## src/logic/dms_consts.vh

```
// constants for the drive operation mode selector: register map, fields, codes
// assumes inclusion by the selector module only; definitions, no logic
`ifndef DMS_CONSTS_VH
`define DMS_CONSTS_VH

// ----------------------------------------------------------------
// register word offsets (byte address bits 7:2)
// ----------------------------------------------------------------
`define DMS_REG_MODE_SET 6'h00
`define DMS_REG_STATUS 6'h01
`define DMS_REG_PARAM_REQ 6'h02
`define DMS_REG_NET_CMD 6'h03
`define DMS_REG_CONFIG 6'h04
`define DMS_REG_PANEL_FREQ 6'h05
`define DMS_REG_NET_FREQ 6'h06

// ----------------------------------------------------------------
// operation mode setting values
// ----------------------------------------------------------------
`define DMS_SET_SWITCH 3'h0
`define DMS_SET_PANEL 3'h1
`define DMS_SET_EXT_FIX 3'h2
`define DMS_SET_COMB1 3'h3
`define DMS_SET_COMB2 3'h4
`define DMS_SET_RUNSW 3'h6
`define DMS_SET_ILOCK 3'h7
`define DMS_SET_RST 3'h0

// ----------------------------------------------------------------
// network command codes (net_cmd bits 1:0)
// ----------------------------------------------------------------
`define DMS_NCMD_EXT 2'h1
`define DMS_NCMD_NET 2'h2

// ----------------------------------------------------------------
// config fields and reset value
// ----------------------------------------------------------------
`define DMS_CFG_STOP_ALL 0
`define DMS_CFG_IND_NEG 1
`define DMS_CFG_IL_TERM 2
`define DMS_CFG_WR_RUN 3
`define DMS_CFG_RST 4'h1

// ----------------------------------------------------------------
// status fields
// ----------------------------------------------------------------
`define DMS_ST_CHG_REJ 8
`define DMS_ST_SET_REJ 9
`define DMS_ST_PAR_OK 10
`define DMS_ST_PAR_REJ 11

// widths
`define DMS_FW 16
`define DMS_FREQ_RST 16'h0000

`endif

```

## src/logic/dms_mode_sel.v

```verilog
// drive operation mode selector: picks start and frequency source per mode
// assumes synchronous inputs on clk_i, key inputs are one-cycle pulses,
// registers reached over classic wishbone with 32-bit data
//
// The register addresses and register access over Wishbone were decided locally.
`timescale 1ns/1ns
`include "dms_consts.vh"

module dms_mode_sel (
  input wire clk_i,
  input wire rst_i,
  // wishbone slave
  input wire wb_cyc_i,
  input wire wb_stb_i,
  input wire wb_we_i,
  input wire [7:0] wb_adr_i,
  input wire [3:0] wb_sel_i,
  input wire [31:0] wb_dat_i,
  output reg [31:0] wb_dat_o,
  output reg wb_ack_o,
  // terminals
  input wire forward_start_input_i,
  input wire reverse_start_input_i,
  input wire output_stop_input_i,
  input wire panel_interlock_input_i,
  input wire current_input_select_i,
  input wire pid_enable_input_i,
  input wire [3:0] multi_speed_inputs_i,
  input wire [15:0] analog_freq_i,
  input wire [15:0] term4_freq_i,
  input wire [15:0] multi_speed_freq_i,
  input wire [15:0] pid_freq_i,
  input wire motor_running_i,
  // panel keys, one-cycle pulses
  input wire panel_mode_key_i,
  input wire panel_fwd_key_i,
  input wire panel_rev_key_i,
  input wire panel_stop_key_i,
  // drive outputs
  output reg [2:0] op_mode_o,
  output reg run_fwd_o,
  output reg run_rev_o,
  output reg [15:0] freq_cmd_o,
  output reg output_stop_o,
  output reg panel_mode_ind_o,
  output reg stop_req_o
);

  // ----------------------------------------------------------------
  // mode states, one-hot
  // ----------------------------------------------------------------
  localparam [2:0] ST_EXT = 3'b001;
  localparam [2:0] ST_PNL = 3'b010;
  localparam [2:0] ST_NET = 3'b100;

  reg [2:0] mode_q, mode_d;
  reg [2:0] set_q;
  reg [3:0] cfg_q;
  reg [15:0] pnl_freq_q, net_freq_q, hold_freq_q, hold_freq_d;
  reg [1:0] hold_dir_q, hold_dir_d;
  reg carry_q, carry_d;
  reg [1:0] pnl_run_q;
  reg [1:0] net_run_q;
  reg chg_rej_q, set_rej_q, par_ok_q, par_rej_q;
  reg ack_q;

  // ----------------------------------------------------------------
  // bus decode
  // ----------------------------------------------------------------
  // writes land on the edge that raises ack, once per cycle
  wire bus_req = wb_cyc_i & wb_stb_i & ~ack_q;
  wire wr = bus_req & wb_we_i;
  wire [5:0] widx = wb_adr_i[7:2];
  wire wr_set = wr & wb_sel_i[0] & (widx == `DMS_REG_MODE_SET);
  wire wr_stat = wr & wb_sel_i[1] & (widx == `DMS_REG_STATUS);
  wire wr_par = wr & wb_sel_i[0] & (widx == `DMS_REG_PARAM_REQ);
  wire wr_net = wr & wb_sel_i[0] & (widx == `DMS_REG_NET_CMD);
  wire wr_cfg = wr & wb_sel_i[0] & (widx == `DMS_REG_CONFIG);
  wire wr_pf = wr & (widx == `DMS_REG_PANEL_FREQ);
  wire wr_nf = wr & (widx == `DMS_REG_NET_FREQ);
  wire stopped = ~motor_running_i;

  // ----------------------------------------------------------------
  // interlock source and setting checks
  // ----------------------------------------------------------------
  // without an assigned terminal the output-stop input doubles as interlock
  wire ilock = cfg_q[`DMS_CFG_IL_TERM] ? panel_interlock_input_i : output_stop_input_i;
  wire set_il = (set_q == `DMS_SET_ILOCK);
  wire il_off = set_il & ~ilock;
  wire [2:0] new_set = wb_dat_i[2:0];
  // value 5 and anything with upper bits is not a supported setting
  wire set_valid = (wb_dat_i[31:3] == 29'h0) && (new_set != 3'h5);
  wire set_ok = wr_set & set_valid & stopped;

  // ----------------------------------------------------------------
  // change requests from panel key and network command
  // ----------------------------------------------------------------
  reg [2:0] req_tgt;
  reg req_v;
  reg allow;
  always @* begin
    req_tgt = ST_EXT;
    req_v = 1'b0;
    if (wr_net && wb_dat_i[1:0] == `DMS_NCMD_EXT) begin
      req_tgt = ST_EXT;
      req_v = 1'b1;
    end else if (wr_net && wb_dat_i[1:0] == `DMS_NCMD_NET) begin
      req_tgt = ST_NET;
      req_v = 1'b1;
    end else if (panel_mode_key_i) begin
      req_tgt = (mode_q == ST_PNL) ? ST_EXT : ST_PNL;
      req_v = 1'b1;
    end
  end

  // which settings permit the requested change
  always @* begin
    case (set_q)
      `DMS_SET_SWITCH: allow = stopped;
      `DMS_SET_EXT_FIX: allow = stopped & (req_tgt != ST_PNL);
      `DMS_SET_RUNSW: allow = 1'b1;
      `DMS_SET_ILOCK: allow = ilock & stopped;
      default: allow = 1'b0; // settings 1, 3, 4 fixed
    endcase
  end

  // ----------------------------------------------------------------
  // frequency and start source selection
  // ----------------------------------------------------------------
  wire ms_on = |multi_speed_inputs_i;
  reg [15:0] ext_freq, cur_freq;
  reg [1:0] cur_dir;
  always @* begin
    // plain external: multi-speed over terminal 4 (when selected) over terminal 2
    if (ms_on) begin
      ext_freq = multi_speed_freq_i;
    end else if (current_input_select_i) begin
      ext_freq = term4_freq_i;
    end else begin
      ext_freq = analog_freq_i;
    end
    cur_freq = ext_freq;
    cur_dir = {reverse_start_input_i, forward_start_input_i};
    case (mode_q)
      ST_EXT: begin
        if (set_q == `DMS_SET_COMB1) begin
          // panel value is the last resort behind multi-speed, PID and terminal 4, in place of terminal 2
          if (ms_on) begin
            cur_freq = multi_speed_freq_i;
          end else if (pid_enable_input_i) begin
            cur_freq = pid_freq_i;
          end else if (current_input_select_i) begin
            cur_freq = term4_freq_i;
          end else begin
            cur_freq = pnl_freq_q;
          end
        end else if (set_q == `DMS_SET_COMB2) begin
          cur_dir = pnl_run_q;
        end
      end
      ST_PNL: begin
        cur_freq = carry_q ? hold_freq_q : pnl_freq_q;
        cur_dir = carry_q ? hold_dir_q : pnl_run_q;
      end
      ST_NET: begin
        cur_freq = carry_q ? hold_freq_q : net_freq_q;
        cur_dir = carry_q ? hold_dir_q : net_run_q;
      end
      default: begin
        cur_freq = ext_freq;
      end
    endcase
  end

  // ----------------------------------------------------------------
  // next mode and carried values
  // ----------------------------------------------------------------
  wire stop_ok = panel_stop_key_i & (cfg_q[`DMS_CFG_STOP_ALL] | (mode_q == ST_PNL));
  wire do_chg = ~set_ok & ~il_off & req_v & allow & (req_tgt != mode_q);
  always @* begin
    mode_d = mode_q;
    carry_d = carry_q;
    hold_freq_d = hold_freq_q;
    hold_dir_d = hold_dir_q;
    if (set_ok) begin
      // a new setting restarts from its power-on mode, carried value dropped
      mode_d = (new_set == `DMS_SET_PANEL) ? ST_PNL : ST_EXT;
      carry_d = 1'b0;
    end else if (il_off) begin
      mode_d = ST_EXT;
      carry_d = 1'b0;
    end else if (do_chg) begin
      mode_d = req_tgt;
      if (req_tgt == ST_EXT) begin
        carry_d = 1'b0; // terminals take over
      end else begin
        // keep what was in effect so operation is not interrupted
        carry_d = motor_running_i;
        hold_freq_d = cur_freq;
        hold_dir_d = cur_dir;
      end
    end else begin
      // a fresh setpoint from the owning source ends the carry
      if ((wr_pf && mode_q == ST_PNL) || (wr_nf && mode_q == ST_NET) || stop_ok) begin
        carry_d = 1'b0;
      end
    end
  end

  // parameter write gate
  wire par_allow = ~il_off & (stopped | cfg_q[`DMS_CFG_WR_RUN]) &
    ((mode_q != ST_EXT) | wb_dat_i[0]);

  // ----------------------------------------------------------------
  // state registers
  // ----------------------------------------------------------------
  // carried values are plain flops, so any reset loses them
  always @(posedge clk_i) begin
    if (rst_i) begin
      mode_q <= ST_EXT;
      set_q <= `DMS_SET_RST;
      cfg_q <= `DMS_CFG_RST;
      pnl_freq_q <= `DMS_FREQ_RST;
      net_freq_q <= `DMS_FREQ_RST;
      hold_freq_q <= `DMS_FREQ_RST;
      hold_dir_q <= 2'h0;
      carry_q <= 1'b0;
      pnl_run_q <= 2'h0;
      net_run_q <= 2'h0;
      chg_rej_q <= 1'b0;
      set_rej_q <= 1'b0;
      par_ok_q <= 1'b0;
      par_rej_q <= 1'b0;
    end else begin
      mode_q <= mode_d;
      carry_q <= carry_d;
      hold_freq_q <= hold_freq_d;
      hold_dir_q <= hold_dir_d;
      if (set_ok) begin
        set_q <= new_set;
      end
      if (wr_set) begin
        set_rej_q <= ~set_ok;
      end
      if (wr_cfg) begin
        cfg_q <= wb_dat_i[3:0];
      end
      if (wr_pf && wb_sel_i[0]) begin
        pnl_freq_q[7:0] <= wb_dat_i[7:0];
      end
      if (wr_pf && wb_sel_i[1]) begin
        pnl_freq_q[15:8] <= wb_dat_i[15:8];
      end
      if (wr_nf && wb_sel_i[0]) begin
        net_freq_q[7:0] <= wb_dat_i[7:0];
      end
      if (wr_nf && wb_sel_i[1]) begin
        net_freq_q[15:8] <= wb_dat_i[15:8];
      end
      if (wr_net) begin
        net_run_q <= wb_dat_i[5:4];
      end
      // panel start latch; an honoured stop key (stop_ok) wins over a start key
      if (stop_ok) begin
        pnl_run_q <= 2'h0;
      end else if (panel_fwd_key_i) begin
        pnl_run_q <= 2'b01;
      end else if (panel_rev_key_i) begin
        pnl_run_q <= 2'b10;
      end
      // refused change: the set beats a same-cycle clear
      if (req_v && ~set_ok && (il_off || ~allow) && req_tgt != mode_q) begin
        chg_rej_q <= 1'b1;
      end else if (wr_stat && wb_dat_i[`DMS_ST_CHG_REJ]) begin
        chg_rej_q <= 1'b0;
      end
      if (wr_par) begin
        par_ok_q <= par_allow;
        par_rej_q <= ~par_allow;
      end
    end
  end

  // ----------------------------------------------------------------
  // drive outputs, all registered
  // ----------------------------------------------------------------
  // without an interlock terminal, interlock mode borrows the output-stop input, so its normal meaning drops
  wire mrs_stop = output_stop_input_i & ~(set_il & ~cfg_q[`DMS_CFG_IL_TERM]);
  wire stop_now = mrs_stop | (set_il & ilock & (mode_d == ST_EXT));
  always @(posedge clk_i) begin
    if (rst_i) begin
      op_mode_o <= ST_EXT;
      run_fwd_o <= 1'b0;
      run_rev_o <= 1'b0;
      freq_cmd_o <= `DMS_FREQ_RST;
      output_stop_o <= 1'b0;
      panel_mode_ind_o <= 1'b0;
      stop_req_o <= 1'b0;
    end else begin
      op_mode_o <= mode_d;
      // both directions at once means no run
      run_fwd_o <= cur_dir[0] & ~cur_dir[1] & ~stop_now;
      run_rev_o <= cur_dir[1] & ~cur_dir[0] & ~stop_now;
      freq_cmd_o <= cur_freq;
      output_stop_o <= stop_now;
      panel_mode_ind_o <= (mode_d == ST_PNL) ^ cfg_q[`DMS_CFG_IND_NEG];
      stop_req_o <= stop_ok;
    end
  end

  // ----------------------------------------------------------------
  // wishbone answer: one wait state, unmapped reads zero
  // ----------------------------------------------------------------
  always @(posedge clk_i) begin
    if (rst_i) begin
      ack_q <= 1'b0;
      wb_ack_o <= 1'b0;
      wb_dat_o <= 32'h0;
    end else begin
      ack_q <= bus_req;
      wb_ack_o <= bus_req;
      wb_dat_o <= 32'h0;
      if (bus_req && !wb_we_i) begin
        case (widx)
          `DMS_REG_MODE_SET: wb_dat_o <= {29'h0, set_q};
          `DMS_REG_STATUS: wb_dat_o <= {20'h0, par_rej_q, par_ok_q, set_rej_q, chg_rej_q,
            motor_running_i, ilock, carry_q, 2'h0, mode_q};
          `DMS_REG_NET_CMD: wb_dat_o <= {26'h0, net_run_q, 4'h0};
          `DMS_REG_CONFIG: wb_dat_o <= {28'h0, cfg_q};
          `DMS_REG_PANEL_FREQ: wb_dat_o <= {16'h0, pnl_freq_q};
          `DMS_REG_NET_FREQ: wb_dat_o <= {16'h0, net_freq_q};
          default: wb_dat_o <= 32'h0;
        endcase
      end
    end
  end

endmodule

```

## config.mk

```make
export PLATFORM = sky130hd
export DESIGN_NAME = dms_mode_sel
export DESIGN_NICKNAME = d
export VERILOG_FILES = /design/src/logic/dms_mode_sel.v
export VERILOG_INCLUDE_DIRS = /design/src /design/src/logic
export SDC_FILE = /design/constraint.sdc
export NUM_CORES = 1
export LEC_CHECK = 0
export BUFFER_PORTS_ARGS = -buffer_cell sky130_fd_sc_hd__buf_2
export CORE_MARGIN = 3
export CORE_UTILIZATION = 34
export DETAILED_ROUTE_END_ITERATION = 10
export GPL_TIMING_DRIVEN = 0
export PLACE_DENSITY_LB_ADDON = 0.1
export SKIP_LAST_GASP = 1
export SLEW_MARGIN = 20
export SYNTH_ARGS = -nofsm -noshare
export SYNTH_HDL_FRONTEND = slang
export SYNTH_SLANG_ARGS = --single-unit
```

## constraint.sdc

```tcl
create_clock -name clk_i -period 8.1 [get_ports clk_i]
set_input_delay 0.81 -clock clk_i [delete_from_list [all_inputs] [get_ports clk_i]]
set_output_delay 0.81 -clock clk_i [all_outputs]
set_load 0.005 [all_outputs]
```

After elaboration in Yosys (flattened, before gate mapping). Index checks and enable logic that the tools add are counted.

Eq/ne operators: 24. Mux-type cells: 35. Bitwise operators: 51. Reduce and logical (&&, ||, !) cells: 30.

Operator list (count): 2-to-1 mux 16 bit (8); case mux 16 bit (6 select lines) (1); case mux 16 bit (3 select lines) (1); bitwise AND 1 bit (32); zero test 29 bit (1); equality test 6 x 3 -> 1 bit (second input constant) (3); 2-to-1 mux 3 bit (5); logical AND 1 bit (14); 2-to-1 mux 2 bit (7); inverter 1 bit (14); equality test 3 x 1 -> 1 bit (second input constant) (4); equality test 3 x 2 -> 1 bit (second input constant) (4); equality test 3 bit (second input constant) (4); equality test 6 x 2 -> 1 bit (second input constant) (2); 2-to-1 mux 1 bit (11); equality test 6 x 1 -> 1 bit (second input constant) (1); zero test 6 bit (1); case mux 2 bit (3 select lines) (1); nonzero test 2 bit (3); OR reduction 3 bit (2); OR 1 bit (4); case mux 1 bit (4 select lines) (1); AND reduction 4 bit (1); OR reduction 2 bit (2); 11 further kinds (13).

Register bits after elaboration: 123. Input bits: 128. Output and inout bits: 57. Logic and storage cells: 165.

Depth between registers and ports, before layout.
Word-level depth: 21. Depth in mapped cells: 10. Gate-level depth less buffers: 7.

Worst setup path before layout. OpenSTA, ideal clock, no wires.

Kind: input to register. From: input wb_adr_i[2]. To: register panel_mode_ind_o. Setup time: 0.123 ns. Arrival time: 3.020 ns. Data required time: 7.977 ns. Path slack: 4.957 ns. Stages on the path: 8. Path buffers: 1. Cell sequence: clkbuf_1 > nand3_1 > a2111oi_4 > a21oi_2 > a211o_4 > mux2_4 > a211oi_1 > mux2_1.

Cells in the longest elaborated chain, start to end: 15. Elaborated cells between the ends (all ways): 26. Classes of those cells: eq/ne: 4; mux: 8; bitwise: 11; reduce/logical: 3.

Ends and longest elaborated chain: start: declaration (line dms_mode_sel.v:16) `input wire [7:0] wb_adr_i,`; equality test 6 x 2 -> 1 bit; bitwise AND 1 bit (line dms_mode_sel.v:77) `` wire wr_net = wr & wb_sel_i[0] & (widx == `DMS_REG_NET_CMD); ``; logical AND 1 bit (no line); 2-to-1 mux 3 bit (line dms_mode_sel.v:107) `` end else if (wr_net && wb_dat_i[1:0] == `DMS_NCMD_NET) begin ``; 2-to-1 mux 3 bit (line dms_mode_sel.v:104) `` if (wr_net && wb_dat_i[1:0] == `DMS_NCMD_EXT) begin ``; inequality test 3 x 2 -> 1 bit (line dms_mode_sel.v:120) `` `DMS_SET_EXT_FIX: allow = stopped & (req_tgt != ST_PNL); ``; bitwise AND 1 bit (line dms_mode_sel.v:120); case mux 1 bit (4 select lines) (line dms_mode_sel.v:118) `case (set_q)`; bitwise AND 1 bit (2 in series) (line dms_mode_sel.v:179) `wire do_chg = ~set_ok & ~il_off & req_v & allow & (req_tgt != mode_q);`; 2-to-1 mux 3 bit (line dms_mode_sel.v:192) `end else if (do_chg) begin`; 2-to-1 mux 3 bit (line dms_mode_sel.v:189) `end else if (il_off) begin`; 2-to-1 mux 3 bit (*) (line dms_mode_sel.v:185) `if (set_ok) begin`; equality test 3 x 2 -> 1 bit (*) (line dms_mode_sel.v:306) `` panel_mode_ind_o <= (mode_d == ST_PNL) ^ cfg_q[`DMS_CFG_IND_NEG]; ``; XOR 1 bit (*) (line dms_mode_sel.v:306); end signal: assignment (line dms_mode_sel.v:306); end: declaration (line dms_mode_sel.v:45) `output reg panel_mode_ind_o,`.

Mark *: on every way between the ends. The rest lies on a longest branch, timed or not. A chain may end at the register's enable or synchronous reset.

==> impl_metrics.prom <==
# TYPE chip_impl_metric gauge
chip_impl_metric{name="drive_gt1_share",unit="%"} 24.7
chip_impl_metric{name="dpl-instance-area",unit="mm²"} 0.00712
chip_impl_metric{name="gp_congestion",unit=""} 0.918
chip_impl_metric{name="groute.usage.overall",unit="%"} 22.5
chip_impl_metric{name="final_cell_count_no_fill",unit=""} 1154
chip_impl_metric{name="final.period_utilization",unit="%"} 41.7
chip_impl_metric{name="final_hold_viol_count",unit=""} 0
chip_impl_metric{name="detail_route.first_pass.iterations",unit=""} 6
chip_impl_metric{name="synth-async-reset-ratio",unit="%"} 0
chip_impl_metric{name="final_core_util",unit="%"} 43.8
chip_impl_info{name="crit_path_cell_trace",value="clkbuf_1 > inv_1 > or3_1 > buf_2 > o21ai_1 > clkbuf_1 > a211oi_1 > a2111oi_0 > nor2_1 > mux2_2"} 1
chip_impl_metric{name="synth_cell_type_count",unit=""} 62
chip_impl_metric{name="synthesis.yosys.warnings",unit=""} 0
chip_impl_metric{name="synthToLayoutAreaGrowth",unit="%"} 23.8
chip_impl_metric{name="diodes",unit=""} 0
chip_impl_metric{name="die-area",unit="mm²"} 0.0192
chip_impl_info{name="synth_largest_area_cell",value="sky130_fd_sc_hd__dfxtp_1"} 1
chip_impl_metric{name="fin_skew",unit="ns"} 0.0129
chip_impl_info{name="cpMaxStageDelayCell",value="sky130_fd_sc_hd__clkbuf_1"} 1
chip_impl_metric{name="avgViaCountPerCell",unit=""} 5.49
chip_impl_metric{name="remaining_drc_errors",unit=""} 0
chip_impl_metric{name="detail_route.wl_per_cell",unit="µm"} 19.4
chip_impl_metric{name="wire_length_of_the_first_global_routing_pass",unit="µm"} 34500
chip_impl_metric{name="initial_antenna_violation_count",unit=""} 0
chip_impl_metric{name="cts.hold.buffers_added",unit=""} 0
chip_impl_info{name="synth_top_flop_cell",value="sky130_fd_sc_hd__dfxtp_1"} 1
chip_impl_metric{name="post-dp-hpwl",unit="µm"} 17400
chip_impl_metric{name="postSynthCellCount",unit=""} 744
chip_impl_info{name="outcome",value="completed"} 1
chip_impl_metric{name="maximum_number_of_pins_on_one_net_before_global_route_repair",unit=""} 21
chip_impl_metric{name="post_layout_net_count",unit=""} 1057
chip_impl_info{name="setup.worst_path.start_class",value="register"} 1
chip_impl_metric{name="slew_viol_final",unit=""} 0
chip_impl_metric{name="cp.arrival",unit="ns"} 3.64
chip_impl_metric{name="rows",unit=""} 47
chip_impl_metric{name="routed_wire_length",unit="µm"} 22400
chip_impl_metric{name="maxClockFrequency",unit="GHz"} 0.296
chip_impl_metric{name="clk_latency_worst_skew_pair",unit="ns"} 0.37
chip_impl_metric{name="slew_headroom",unit="%"} 38.3
chip_impl_info{name="cts-root-buf",value="sky130_fd_sc_hd__clkbuf_16"} 1
chip_impl_metric{name="power.static_leakage",unit="nW"} 3.01
chip_impl_metric{name="critPathRequiredTime",unit="ns"} 8.37
chip_impl_metric{name="post_synth_instance_area",unit="mm²"} 0.00599
chip_impl_metric{name="finalWorstPathRequiredPeriod",unit="ns"} 3.38
chip_impl_metric{name="synth_top_cell_area_share",unit="%"} 35.8
chip_impl_metric{name="power_density",unit="mW/mm²"} 159
chip_impl_info{name="timing.setup.critical_path_class",value="reg2reg"} 1
chip_impl_metric{name="synth-seq-area-share",unit="%"} 35.8
chip_impl_info{name="crit_top_cell",value="sky130_fd_sc_hd__clkbuf_1"} 1
chip_impl_metric{name="cts_made_buffers",unit=""} 9
chip_impl_metric{name="globalRoute.totalOverflow",unit=""} 0
chip_impl_metric{name="synth-edff-count",unit=""} 0
chip_impl_metric{name="ios",unit=""} 185
chip_impl_metric{name="route.vias.total",unit=""} 6332
chip_impl_metric{name="worst_slew_pin_slew",unit="ns"} 0.923
chip_impl_metric{name="synth_area_per_cell",unit="µm²"} 8.05
chip_impl_info{name="grt_setup_unrepaired",value="no"} 1
chip_impl_info{name="cts_tree",value="done"} 1
chip_impl_metric{name="critPathBufInv",unit=""} 4
chip_impl_metric{name="cts_max_path_buffers",unit=""} 2
chip_impl_metric{name="post_layout_instance_area",unit="mm²"} 0.00741
chip_impl_metric{name="place.detailed.instances",unit=""} 1138
chip_impl_metric{name="die_x",unit="µm"} 139
chip_impl_info{name="worst_path_dominant_cell_family",value="buffers and inverters"} 1
chip_impl_metric{name="die_y",unit="µm"} 139
chip_impl_metric{name="critical_path.max_stage_delay",unit="ns"} 0.47
chip_impl_metric{name="setup_total_negative_slack",unit="ns"} 0
chip_impl_metric{name="cts.sink_count",unit=""} 107
chip_impl_metric{name="cts.reportedPaths.clkPinSlew",unit="ns"} 0.09
chip_impl_metric{name="critPathMaxFanout",unit=""} 10
chip_impl_metric{name="drv.max_cap_violation_count",unit=""} 0
chip_impl_metric{name="setup_violating_endpoint_count_in_the_final_report",unit=""} 0
chip_impl_metric{name="htree_num_levels",unit=""} 3
chip_impl_metric{name="grt_pass1_vias",unit=""} 5899
chip_impl_metric{name="start_util",unit="%"} 35.4
chip_impl_metric{name="io_buffer_count",unit=""} 159
chip_impl_metric{name="drt_iter0_drc",unit=""} 616
chip_impl_info{name="worst_hold_path_type",value="reg2reg"} 1
chip_impl_info{name="endpoint_kind",value="register"} 1
chip_impl_metric{name="drt.antenna.violating_nets",unit=""} 0
chip_impl_metric{name="power.ir.vdd_worst",unit="mV"} 0.115
chip_impl_metric{name="cts.repair.resized",unit=""} 0
chip_impl_metric{name="cts_setup_buffers",unit=""} 0
chip_impl_info{name="synthTopCellsByArea",value="sky130_fd_sc_hd__dfxtp_1 36%, sky130_fd_sc_hd__mux2i_1 6.7%, sky130_fd_sc_hd__nor2_1 5.2%"} 1
chip_impl_metric{name="yosys_register_bits",unit=""} 107
chip_impl_metric{name="core_area",unit="mm²"} 0.0169
-- final cells by class --
| cell class | instances | area (µm²) |
|---|---|---|
| tap | 220 | 275 |
| timing repair buffer | 159 | 796 |
| fill | 1794 | 9530 |
| sequential | 107 | 2140 |
| buffer | 72 | 340 |
| clock inverter | 7 | 65.1 |
| multi-input combinational | 576 | 3550 |
| clock buffer | 9 | 225 |
| inverter | 4 | 15.0 |
-- cells in the final DEF (no fill, tap or decap), drive strengths merged, types with 5 or more instances in the layout --
cell,instances
a2111oi,17
a211oi,37
a21oi,55
a222oi,11
a22oi,27
and2,7
buf,183
clkbuf,57
conb,16
dfxtp,107
inv,9
mux2,20
mux2i,40
nand2,81
nand2b,5
nand3,40
nand4,5
nor2,83
nor2b,22
nor3,14
nor3b,6
nor4,13
o21ai,37
or3,5
-- sequential cells by signal (all words and copies together), names as in the netlist, 2 cells and up --
signal and flops:
cfg_q 4, freq_cmd_o 16, hold_dir_q 2, hold_freq_q 16, net_freq_q 16, net_run_q 2
op_mode_o 3, pnl_freq_q 16, pnl_run_q 2, set_q 3, wb_dat_o 16
-- final timing paths --
kind,startpoint,to,slack [ns],cells after the start
min reg2reg,net_freq_q[5]$_SDFFE_PP0P_,net_freq_q[5]$_SDFFE_PP0P_,0.49,2
min,net_freq_q[5]$_SDFFE_PP0P_,net_freq_q[5]$_SDFFE_PP0P_,0.49,2
max reg2reg,op_mode_o[0]$_SDFF_PP1_,hold_freq_q[12]$_SDFFE_PP0P_,4.72,10
max,op_mode_o[0]$_SDFF_PP1_,hold_freq_q[12]$_SDFFE_PP0P_,4.72,10
-- logic make-up (layout without fill, tap and decap cells) --
kind of cell	Yosys count	in the layout	share of synthesized area, %
AND/OR/NAND/NOR	296	296	24.2
other	1	16	0.0626
AO/OA/AOI/OAI	202	202	23.2
multiplexers	60	60	10.5
flip-flops	107	107	35.8
XOR/XNOR	2	2	0.293
buffers and inverters	76	251	5.93
-- cells in the mapped netlist (2+ instances only) --
library cell,number
sky130_fd_sc_hd__dfxtp_1,107
sky130_fd_sc_hd__nor2_1,83
sky130_fd_sc_hd__nand2_1,81
sky130_fd_sc_hd__a21oi_1,53
sky130_fd_sc_hd__clkbuf_1,48
sky130_fd_sc_hd__mux2i_1,40
sky130_fd_sc_hd__nand3_1,40
sky130_fd_sc_hd__a211oi_1,37
sky130_fd_sc_hd__o21ai_0,36
sky130_fd_sc_hd__a22oi_1,27
sky130_fd_sc_hd__nor2b_1,22
sky130_fd_sc_hd__mux2_2,18
sky130_fd_sc_hd__a2111oi_0,16
sky130_fd_sc_hd__buf_4,16
sky130_fd_sc_hd__nor3_1,14
sky130_fd_sc_hd__a222oi_1,11
sky130_fd_sc_hd__nor4_1,11
sky130_fd_sc_hd__nor3b_1,6
sky130_fd_sc_hd__and2_1,5
sky130_fd_sc_hd__buf_1,5
sky130_fd_sc_hd__nand2b_1,5
sky130_fd_sc_hd__inv_1,4
sky130_fd_sc_hd__nand4_1,4
sky130_fd_sc_hd__or3_1,4
sky130_fd_sc_hd__a21o_1,3
sky130_fd_sc_hd__nand3b_1,3
sky130_fd_sc_hd__or2_2,3
sky130_fd_sc_hd__and2_0,2
sky130_fd_sc_hd__and3_1,2
sky130_fd_sc_hd__buf_2,2
sky130_fd_sc_hd__nor4_4,2
sky130_fd_sc_hd__o211ai_1,2
sky130_fd_sc_hd__or3b_2,2
sky130_fd_sc_hd__xnor2_1,2
-- report_power, final --
group / leakage (nW) / total (mW) / internal [mW] / switching [mW]
logic: 2.00 / 0.180 / 0.0756 / 0.104
registers: 0.869 / 0.546 / 0.540 / 0.00515
clock network: 0.146 / 0.453 / 0.218 / 0.235
-- stage by stage --
stage                     setup slack (ns)  total power [mW]  hold slack (ns)
after CTS                             4.76              1.18            0.483
after global placement                4.38             0.735            0.445
after detailed placement              4.37             0.735            0.468
after global routing                  4.54              1.22            0.517
final                                 4.72              1.18            0.489
after floorplan                       4.96             0.657            0.431
-- layer usage --
layer | share of wire (%) | wire length (µm) | GRT usage, % | up-vias
met5 | 0 | 0 | 0 | -
met4 | 1.4 | 310 | 6.18 | 0
met3 | 6.7 | 1500 | 3.38 | 24
met2 | 44 | 9930 | 34.7 | 277
met1 | 48 | 10700 | 32.7 | 2950
li1 | - | - | - | 3081
-- worst reg2reg max path, delay by kind of cell (launching register included) --
kind | cells | cell delay (ns)
buf+inv | 4 | 1.21
simple gates | 2 | 0.51
mux | 1 | 0.28
flops | 1 | 0.32
compound gates | 3 | 0.95
(Power assumes the default switching activity.)
